File: config.mk
export PLATFORM = sky130hd
export DESIGN_NAME = interpolating_quadrature_modulator
export DESIGN_NICKNAME = d
export VERILOG_FILES = /design/src/verilog/modulator_pkg.sv /design/src/verilog/interpolating_quadrature_modulator.sv
export SDC_FILE = /design/constraint.sdc
export NUM_CORES = 2
export LEC_CHECK = 0
export ABC_AREA = 1
export BUFFER_PORTS_ARGS = -buffer_cell sky130_fd_sc_hd__buf_2
export CAP_MARGIN = 20
export CORE_MARGIN = 4
export CORE_UTILIZATION = 42
export CTS_CLUSTER_SIZE = 14
export DETAILED_ROUTE_END_ITERATION = 10
export GPL_ROUTABILITY_DRIVEN = 0
export HOLD_SLACK_MARGIN = 0.08
export PLACE_DENSITY_LB_ADDON = 0.3
export SYNTH_ARGS = -nofsm -noshare
export SYNTH_HDL_FRONTEND = slang
export SYNTH_SLANG_ARGS = --single-unit
File: constraint.sdc
create_clock -name mclk -period 15.45 [get_ports mclk]
set_input_delay 1.545 -clock mclk [delete_from_list [all_inputs] [get_ports mclk]]
set_output_delay 1.545 -clock mclk [all_outputs]
set_load 0.05 [all_outputs]
File: src/verilog/modulator_pkg.sv
// Constants, carriers and state layout for the interpolating quadrature modulator.
// Assumes one clock domain; registers are 8 bits wide on a plain strobe port.
package modulator_pkg;

    // Register addresses
    localparam logic [7:0] CTRL0_ADDR = 8'h00;
    localparam logic [7:0] MODE_ADDR = 8'h01;
    localparam logic [7:0] STATUS_ADDR = 8'h03;

    // Control register 0 bit positions
    localparam int SOFT_RESET_BIT = 5;
    localparam int PD_FILTER_BIT = 4;
    localparam int PD_Q_BIT = 3;
    localparam int PD_I_BIT = 2;

    // Mode register 1 bit positions
    localparam int INTERP_HI = 7;
    localparam int INTERP_LO = 6;
    localparam int HIGHPASS_BIT = 5;
    localparam int LO_SEL_HI = 4;
    localparam int LO_SEL_LO = 3;
    localparam int COMPLEX_BIT = 2;
    localparam int LO_SIGN_BIT = 1;

    // Status register bit positions
    localparam int STATUS_FULL_PD_BIT = 7;
    localparam int STATUS_PHASE_HI = 1;
    localparam int STATUS_PHASE_LO = 0;

    localparam logic [7:0] READ_IDLE = 8'h00;

    // Reset pulse figures
    localparam int CLK_PERIOD_NS = 4;
    localparam int RESET_MIN_NS = 10;
    localparam int RESET_MIN_CYCLES = (RESET_MIN_NS + CLK_PERIOD_NS - 1) / CLK_PERIOD_NS;

    // Half-band filter shape
    localparam int STAGES = 3;
    localparam int TAPS = 4;
    localparam int ACC_W = 21;
    localparam logic signed [20:0] HB_TAP_INNER = 21'sh0_0009;
    localparam int HB_SHIFT = 4;
    localparam logic signed [15:0] SAMPLE_MAX = 16'sh7fff;
    localparam logic signed [15:0] SAMPLE_MIN = -16'sh7fff - 16'sh0001;

    typedef enum logic [1:0] {
        INTERP_1X = 2'b00,
        INTERP_2X = 2'b01,
        INTERP_4X = 2'b10,
        INTERP_8X = 2'b11
    } interp_type;

    typedef enum logic [1:0] {
        LO_OFF = 2'b00,
        LO_HALF = 2'b01,
        LO_QUARTER = 2'b10
    } lo_sel_type;

    typedef enum logic [1:0] {
        COEF_ZERO = 2'b00,
        COEF_POS = 2'b01,
        COEF_NEG = 2'b10
    } coef_type;

    typedef struct packed {
        logic signed [15:0] i;
        logic signed [15:0] q;
    } iq_sample_type;

    typedef struct packed {
        logic [2:0] cnt;
        logic pd_i;
        logic pd_q;
        logic pd_filter;
        interp_type interp;
        logic highpass;
        lo_sel_type lo_sel;
        logic cplx;
        logic lo_neg;
        logic [1:0] lo_phase;
        logic [7:0] rdata;
        iq_sample_type [STAGES-1:0][TAPS-1:0] hist;
        iq_sample_type [STAGES-1:0] stage_out;
        iq_sample_type mod_out;
        iq_sample_type dac_out;
    } state_type;

    // Every field defaults to zero: 1x, modulator off, everything powered
    localparam state_type STATE_RESET = '0;

endpackage

File: src/verilog/interpolating_quadrature_modulator.sv
// Interpolation chain and digital quadrature modulator of a dual DAC transmit path.
// Assumes host samples on mclk, taken on sample_take; output feeds the DAC cores each mclk.
//
// Chosen here: the register addresses and the address-and-strobe port.
module interpolating_quadrature_modulator
    import modulator_pkg::*;
(
    input wire logic mclk,
    input wire logic reset_n,
    input wire logic [7:0] reg_addr,
    input wire logic [7:0] reg_wdata,
    input wire logic reg_write,
    input wire logic reg_read,
    output logic [7:0] reg_rdata,
    input wire iq_sample_type in_sample,
    output logic sample_take,
    output iq_sample_type dac_out,
    output logic dac_i_power_down,
    output logic dac_q_power_down,
    output logic filters_power_down,
    output logic full_power_down
);

    state_type state_reg;
    state_type state_next;
    logic frozen;
    logic mod_strobe;

    function automatic logic strobe(input logic [2:0] cnt, input logic [1:0] lg);
        logic [2:0] mask;
        mask = (3'b001 << lg) - 3'b001;
        return (cnt & mask) == 3'b000;
    endfunction

    function automatic logic signed [15:0] sat16(input logic signed [20:0] v);
        logic signed [15:0] r;
        if (v > 21'(SAMPLE_MAX)) begin
            r = SAMPLE_MAX;
        end else if (v < 21'(SAMPLE_MIN)) begin
            r = SAMPLE_MIN;
        end else begin
            r = v[15:0];
        end
        return r;
    endfunction

    // Odd phase of the half-band: -x0 + 9x1 + 9x2 - x3, scaled back by 16
    function automatic logic signed [15:0] halfband_mid(input logic signed [15:0] x0, input logic signed [15:0] x1,
                                                         input logic signed [15:0] x2, input logic signed [15:0] x3);
        logic signed [20:0] acc;
        acc = HB_TAP_INNER * x1 + HB_TAP_INNER * x2 - x0 - x3;
        return sat16(acc >>> HB_SHIFT);
    endfunction

    function automatic logic signed [20:0] mix(input logic signed [15:0] a, input coef_type c);
        logic signed [20:0] r;
        case (c)
            COEF_POS: r = 21'(a);
            COEF_NEG: r = -21'(a);
            default: r = '0;
        endcase
        return r;
    endfunction

    // Quarter-rate cosine table; sine reads it one phase behind
    function automatic coef_type quarter_cos(input logic [1:0] ph);
        coef_type c;
        case (ph)
            2'b00: c = COEF_POS;
            2'b10: c = COEF_NEG;
            default: c = COEF_ZERO;
        endcase
        return c;
    endfunction

    // Both DACs down means everything down; the filters then hold too
    assign frozen = state_reg.pd_filter | (state_reg.pd_i & state_reg.pd_q);
    assign mod_strobe = strobe(state_reg.cnt, (state_reg.interp == INTERP_8X) ? 2'b01 : 2'b00);

    always_comb begin
        logic [1:0] lgf;
        logic [1:0] in_lg;
        iq_sample_type stage_in;
        iq_sample_type mid;
        logic signed [15:0] a;
        logic signed [15:0] b;
        coef_type c_cos;
        coef_type c_sin;
        logic signed [20:0] b_sin;
        lgf = state_reg.interp;
        in_lg = 2'b00;
        stage_in = '0;
        mid = '0;
        a = state_reg.stage_out[1].i;
        b = state_reg.stage_out[1].q;
        c_cos = COEF_ZERO;
        c_sin = COEF_ZERO;
        b_sin = '0;
        state_next = state_reg;
        state_next.cnt = state_reg.cnt + 3'b001;
        state_next.rdata = READ_IDLE;

        if (!frozen) begin
            // Stage k runs when k is below the log2 factor; idle stages pass through
            for (int k = 0; k < STAGES; k++) begin
                if (k == 0) begin
                    stage_in = in_sample;
                end else if (k == 1) begin
                    stage_in = state_reg.stage_out[0];
                end else begin
                    stage_in = state_reg.mod_out;
                end
                if (k < int'(lgf)) begin
                    in_lg = 2'(int'(lgf) - k);
                    if (strobe(state_reg.cnt, in_lg)) begin
                        state_next.hist[k] = {state_reg.hist[k][TAPS-2:0], stage_in};
                        state_next.stage_out[k] = state_reg.hist[k][1];
                    end else if (strobe(state_reg.cnt, in_lg - 2'b01)) begin
                        mid.i = halfband_mid(state_reg.hist[k][0].i, state_reg.hist[k][1].i,
                                             state_reg.hist[k][2].i, state_reg.hist[k][3].i);
                        mid.q = halfband_mid(state_reg.hist[k][0].q, state_reg.hist[k][1].q,
                                             state_reg.hist[k][2].q, state_reg.hist[k][3].q);
                        // Highpass twin flips the odd-phase taps only
                        if (k == STAGES - 1 && state_reg.highpass) begin
                            mid.i = sat16(-21'(mid.i));
                            mid.q = sat16(-21'(mid.q));
                        end
                        state_next.stage_out[k] = mid;
                    end
                end else begin
                    state_next.stage_out[k] = stage_in;
                end
            end

            if (mod_strobe) begin
                state_next.lo_phase = state_reg.lo_phase + 2'b01;
                c_cos = quarter_cos(state_reg.lo_phase);
                c_sin = quarter_cos(state_reg.lo_phase - 2'b01);
                b_sin = state_reg.lo_neg ? mix(b, c_sin) : -mix(b, c_sin);
                case (state_reg.lo_sel)
                    LO_HALF: begin
                        // Complex mode bit is ignored here: real only
                        c_cos = state_reg.lo_phase[0] ? COEF_POS : COEF_NEG;
                        state_next.mod_out.i = sat16(mix(a, c_cos));
                        state_next.mod_out.q = sat16(mix(a, c_cos));
                    end
                    LO_QUARTER: begin
                        if (state_reg.cplx) begin
                            state_next.mod_out.i = sat16(mix(a, c_cos) + b_sin);
                            state_next.mod_out.q = sat16(mix(a, c_sin) + mix(b, c_cos));
                        end else begin
                            state_next.mod_out.i = sat16(mix(a, c_cos));
                            state_next.mod_out.q = sat16(mix(a, c_cos));
                        end
                    end
                    default: begin
                        state_next.mod_out = state_reg.stage_out[1];
                    end
                endcase
            end
            state_next.dac_out = state_reg.stage_out[STAGES-1];
        end

        if (reg_read) begin
            case (reg_addr)
                CTRL0_ADDR: begin
                    state_next.rdata[PD_FILTER_BIT] = state_reg.pd_filter;
                    state_next.rdata[PD_Q_BIT] = state_reg.pd_q;
                    state_next.rdata[PD_I_BIT] = state_reg.pd_i;
                end
                MODE_ADDR: begin
                    state_next.rdata[INTERP_HI:INTERP_LO] = state_reg.interp;
                    state_next.rdata[HIGHPASS_BIT] = state_reg.highpass;
                    state_next.rdata[LO_SEL_HI:LO_SEL_LO] = state_reg.lo_sel;
                    state_next.rdata[COMPLEX_BIT] = state_reg.cplx;
                    state_next.rdata[LO_SIGN_BIT] = state_reg.lo_neg;
                end
                STATUS_ADDR: begin
                    state_next.rdata[STATUS_FULL_PD_BIT] = state_reg.pd_i & state_reg.pd_q;
                    state_next.rdata[STATUS_PHASE_HI:STATUS_PHASE_LO] = state_reg.lo_phase;
                end
                default: begin
                    state_next.rdata = READ_IDLE;
                end
            endcase
        end

        if (reg_write && reg_addr == CTRL0_ADDR) begin
            state_next.pd_filter = reg_wdata[PD_FILTER_BIT];
            state_next.pd_q = reg_wdata[PD_Q_BIT];
            state_next.pd_i = reg_wdata[PD_I_BIT];
        end
        if (reg_write && reg_addr == MODE_ADDR) begin
            state_next.interp = interp_type'(reg_wdata[INTERP_HI:INTERP_LO]);
            state_next.highpass = reg_wdata[HIGHPASS_BIT];
            // Unused code 3 of the LO select falls back to off
            state_next.lo_sel = lo_sel_type'(reg_wdata[LO_SEL_HI:LO_SEL_LO]);
            state_next.cplx = reg_wdata[COMPLEX_BIT];
            state_next.lo_neg = reg_wdata[LO_SIGN_BIT];
        end
        // Soft reset wins over everything, LO phase included
        if (reg_write && reg_addr == CTRL0_ADDR && reg_wdata[SOFT_RESET_BIT]) begin
            state_next = STATE_RESET;
        end
    end

    // Defaults and LO phase zero from the reset edge on
    always_ff @(posedge mclk or negedge reset_n) begin
        if (!reset_n) begin
            state_reg <= STATE_RESET;
        end else begin
            state_reg <= state_next;
        end
    end

    assign reg_rdata = state_reg.rdata;
    assign dac_out = state_reg.dac_out;
    assign sample_take = !frozen && strobe(state_reg.cnt, state_reg.interp);
    assign dac_i_power_down = state_reg.pd_i;
    assign dac_q_power_down = state_reg.pd_q;
    assign filters_power_down = frozen;
    assign full_power_down = state_reg.pd_i & state_reg.pd_q;

    // A mode change or soft reset inside the window may legally speed the takes up
    take_rate_a: assert property (@(posedge mclk) disable iff (!reset_n)
        (sample_take && state_reg.interp == INTERP_8X)
        |=> (!sample_take || state_reg.interp != INTERP_8X) [*7])
        else $error("8x input taken more than once per eight cycles");

    interp_field_a: assert property (@(posedge mclk) disable iff (!reset_n)
        (reg_write && reg_addr == MODE_ADDR)
        |=> state_reg.interp == $past(reg_wdata[INTERP_HI:INTERP_LO]))
        else $error("interpolation field not loaded from register 1");

    mod_rate_a: assert property (@(posedge mclk) disable iff (!reset_n)
        (mod_strobe && state_reg.interp == INTERP_8X && !frozen && !reg_write) |=> !mod_strobe)
        else $error("modulator ran at full rate in 8x mode");

    cos_zero_a: assert property (@(posedge mclk) disable iff (!reset_n)
        (mod_strobe && !frozen && !reg_write && state_reg.lo_sel == LO_QUARTER && !state_reg.cplx
         && state_reg.lo_phase[0]) |=> state_reg.mod_out.i == 16'sh0000)
        else $error("quarter-rate cosine not zero on odd phase");

    real_equal_a: assert property (@(posedge mclk) disable iff (!reset_n)
        (mod_strobe && !frozen && !reg_write && state_reg.lo_sel == LO_QUARTER && !state_reg.cplx)
        |=> state_reg.mod_out.i == state_reg.mod_out.q)
        else $error("real modulation outputs differ");

    half_real_a: assert property (@(posedge mclk) disable iff (!reset_n)
        (mod_strobe && !frozen && !reg_write && state_reg.lo_sel == LO_HALF)
        |=> state_reg.mod_out.i == state_reg.mod_out.q)
        else $error("half-rate LO produced complex output");

    hold_output_a: assert property (@(posedge mclk) disable iff (!reset_n)
        (state_reg.pd_filter && !reg_write) |=> $stable(dac_out))
        else $error("DAC output moved while filters were down");

    full_down_a: assert property (@(posedge mclk) disable iff (!reset_n)
        (state_reg.pd_i && state_reg.pd_q) |-> (filters_power_down && !sample_take))
        else $error("both DACs down without full power-down");

    soft_reset_a: assert property (@(posedge mclk) disable iff (!reset_n)
        (reg_write && reg_addr == CTRL0_ADDR && reg_wdata[SOFT_RESET_BIT])
        |=> (state_reg.lo_phase == 2'b00 && state_reg.interp == INTERP_1X && !state_reg.pd_i
             && state_reg.lo_sel == LO_OFF))
        else $error("soft reset did not restore defaults");

    cover_8x_take: cover property (@(posedge mclk) disable iff (!reset_n)
        sample_take && state_reg.interp == INTERP_8X && state_reg.highpass);
    cover_complex: cover property (@(posedge mclk) disable iff (!reset_n)
        mod_strobe && state_reg.lo_sel == LO_QUARTER && state_reg.cplx && state_reg.lo_neg);
    cover_half: cover property (@(posedge mclk) disable iff (!reset_n)
        mod_strobe && state_reg.lo_sel == LO_HALF && state_reg.interp == INTERP_4X);
    cover_full_down: cover property (@(posedge mclk) disable iff (!reset_n) full_power_down);

endmodule

==> impl_metrics.json <==
{
  "status": "complete, no violations",
  "grt.overflow.total": 0,
  "r2r_start": "state_reg[479]",
  "syn_area_sq_mm": 0.0524,
  "ios": 97,
  "hold_viol_final": 0,
  "drc": 0,
  "rr_endpoint": "state_reg[154]",
  "syn_inst": 6540,
  "setup_violations": 0,
  "start_util_pct": 42.4,
  "cts_hold_buffers": 0,
  "min_path_cells": 2,
  "slowest_stage": "dfrtp_1",
  "tightest_slew_ns": 1.07,
  "cts_buffer_depth": 3,
  "synth_top_area_cell": "dfrtp_1",
  "synth-seq-cells": 567,
  "drtAntennaViolNets": 0,
  "viasPerCell": 5.18,
  "dieArea_sq_mm": 0.131,
  "wl_per_cell_microns": 17.0,
  "synthArstFlopShare_pct": 100,
  "rows": 129,
  "syn2layout_area_growth_pct": 7.64,
  "synth_ff_type": "dfrtp_1",
  "finalCriticalPeriod_ns": 6.89,
  "avgSynthCellArea_sq_um": 8.02,
  "wl_met1_microns": 63100,
  "startpoint": "state_reg[479]",
  "min_from": "state_reg[131]",
  "coreArea_sq_mm": 0.124,
  "top_layer": "met4",
  "antenna_found_initial": 4,
  "synth_area_leaders": "dfrtp_1, fa_1, ha_1, inv_1, nand2_1",
  "cts_buffers": 68,
  "portBuffers": 95,
  "first_iter_violations": 3038,
  "hold_class": "flop to flop",
  "clk_pin_slew_ns": 0.06,
  "wl_met3_microns": 7090,
  "grt_pass1_wl_microns": 225000,
  "startpoint_type": "flop",
  "dr.pass1.iters": 6,
  "wl_microns": 138000,
  "insertion_delay_ns": 0.67,
  "grt_pass1_vias": 42028,
  "yosys_warnings": 0,
  "yosysSeqAreaShare_pct": 27.1,
  "required_ns": 16.04,
  "num_vias": 42232,
  "grt_util_all_layers_pct": 21.3,
  "yosysMostFrequentCell": "inv_1",
  "yosys.cell_types.count": 58,
  "largest_reg_flops": 525,
  "dp_hpwl_microns": 106000,
  "final_nets": 7519,
  "dieHeight_microns": 361,
  "cts_setup_buffers": 0,
  "period_share_pct": 44.6,
  "reg2reg_depth": 35,
  "cts_root_buffer": "clkbuf_16",
  "tritoncts": "done",
  "critical_path.max_stage_delay_ns": 0.58,
  "setup-tns-final_ns": 0,
  "cap_violations": 0,
  "synth_edf_count": 0,
  "crit_fanout": 22,
  "cts_max_level": 3,
  "timing.critical_path.to": "state_reg[154]",
  "grt_max_degree": 153,
  "end_kind": "flop",
  "cp.arrival_ns": 7.47,
  "die_w_microns": 361,
  "yosys.area.top_type_share_pct": 27.1,
  "dr_wl_met2_microns": 64100,
  "synth.top_cells.by_count": "inv_1, nand2_1, ha_1",
  "crit_type": "flop to flop",
  "r2r_setup_slack_ns": 8.57,
  "finClkSkew_ns": 0.0199,
  "report.final.slew_viol_count": 0,
  "slew_headroom_pct": 28.0,
  "cts.sinks": 567,
  "max_freq_ghz": 0.145,
  "layout-drive-gt1-share_pct": 5.35,
  "syn_nets": 7592,
  "cts_resized": 0,
  "rsz0062_at_grt": "no",
  "path_common_cell": "nand2_1"
}
worst min path at each step:
stage	endpoint	slack, ns
2_1_floorplan	state_reg[32]	0.45
3_3_place_gp	dac_out[14]	0.46
3_5_place_dp	state_reg[133]	0.47
5_1_grt	state_reg[55]	0.50
6_report	state_reg[131]	0.48
4_1_cts	state_reg[133]	0.48
through the flow:
step | util [%] | setup WS, ns | instances | hold WS, ns | cell area, sq um
2_1_floorplan | - | 9.64 | 6540 | 0.449 | 52400
3_3_place_gp | 43.7 | 8.67 | 8031 | 0.465 | 54100
3_5_place_dp | 43.7 | 8.56 | 8033 | 0.466 | 54100
4_1_cts | 45.6 | 8.59 | 8156 | 0.482 | 56400
5_1_grt | 45.6 | 7.98 | 8157 | 0.496 | 56400
6_report | 45.6 | 8.57 | 8158 | 0.479 | 56400
cells by family (layout without fill, tap and decap cells):
logic type | after synthesis | count (layout) | synth area share (%)
compound gates | 1094 | 1094 | 11.6
fa+ha+maj | 1000 | 1000 | 29.4
xor+xnor | 178 | 178 | 2.97
simple gates | 2103 | 2103 | 17.1
flops | 567 | 567 | 27.1
other cells | 0 | 1 | 0
buf+inv | 1598 | 1578 | 11.9
critical path, delay by kind of cell (launching register included):
kind                       cells  cell delay (ns)
and+or+nand+nor               21             2.71
adders and majority gates      7             2.70
DFF                            1             0.58
buffers and inverters          5             0.39
AOI/OAI and AO/OA              2             0.39
cell type report:
type / count / area, sq um
fillers: 12221 / 67400
flip-flops and latches: 567 / 14200
clock buffers: 95 / 1980
multi-input cells: 4375 / 32100
repair buffers: 130 / 793
inverters: 1325 / 4980
well taps: 1637 / 2050
diodes: 1 / 2.50
clock inverters: 28 / 365
placed cells by master, fill, tap and decap left out, types with 6 or more instances in the layout:
master     count
clkbuf_16     71
xnor2_1       56
o22ai_1      175
inv_1       1308
nand2_2       20
nand3b_1      11
nand4_1       28
nand2_1     1289
a21o_1        12
buf_2         94
buf_4         32
o21bai_1      10
nand3_2       13
inv_2         13
clkinv_2       9
a21boi_0      35
nor2_1       202
ha_1         614
dfrtp_1      566
o31ai_1       26
clkbuf_8      11
fa_1         386
o21ai_1       26
bufinv_16      7
nor2_2        21
o21ai_0      467
o211ai_1      19
or2_2          9
a31oi_1        8
nor2_4         6
nand3_1      453
clkbuf_1      13
xor2_1       122
nor3_1        21
nand2_4        6
a21oi_1      281
nor4_1         8
metal layers:
metal / vias to the layer above / global-route usage [%]
li1: 20625 / -
met5: - / 0
met4: 0 / 5.91
met3: 217 / 2.96
met2: 1034 / 34.9
met1: 20356 / 29.7
Power is not shown: default switching activity piles up to over one toggle a cycle in this logic, so the estimate is an artifact.
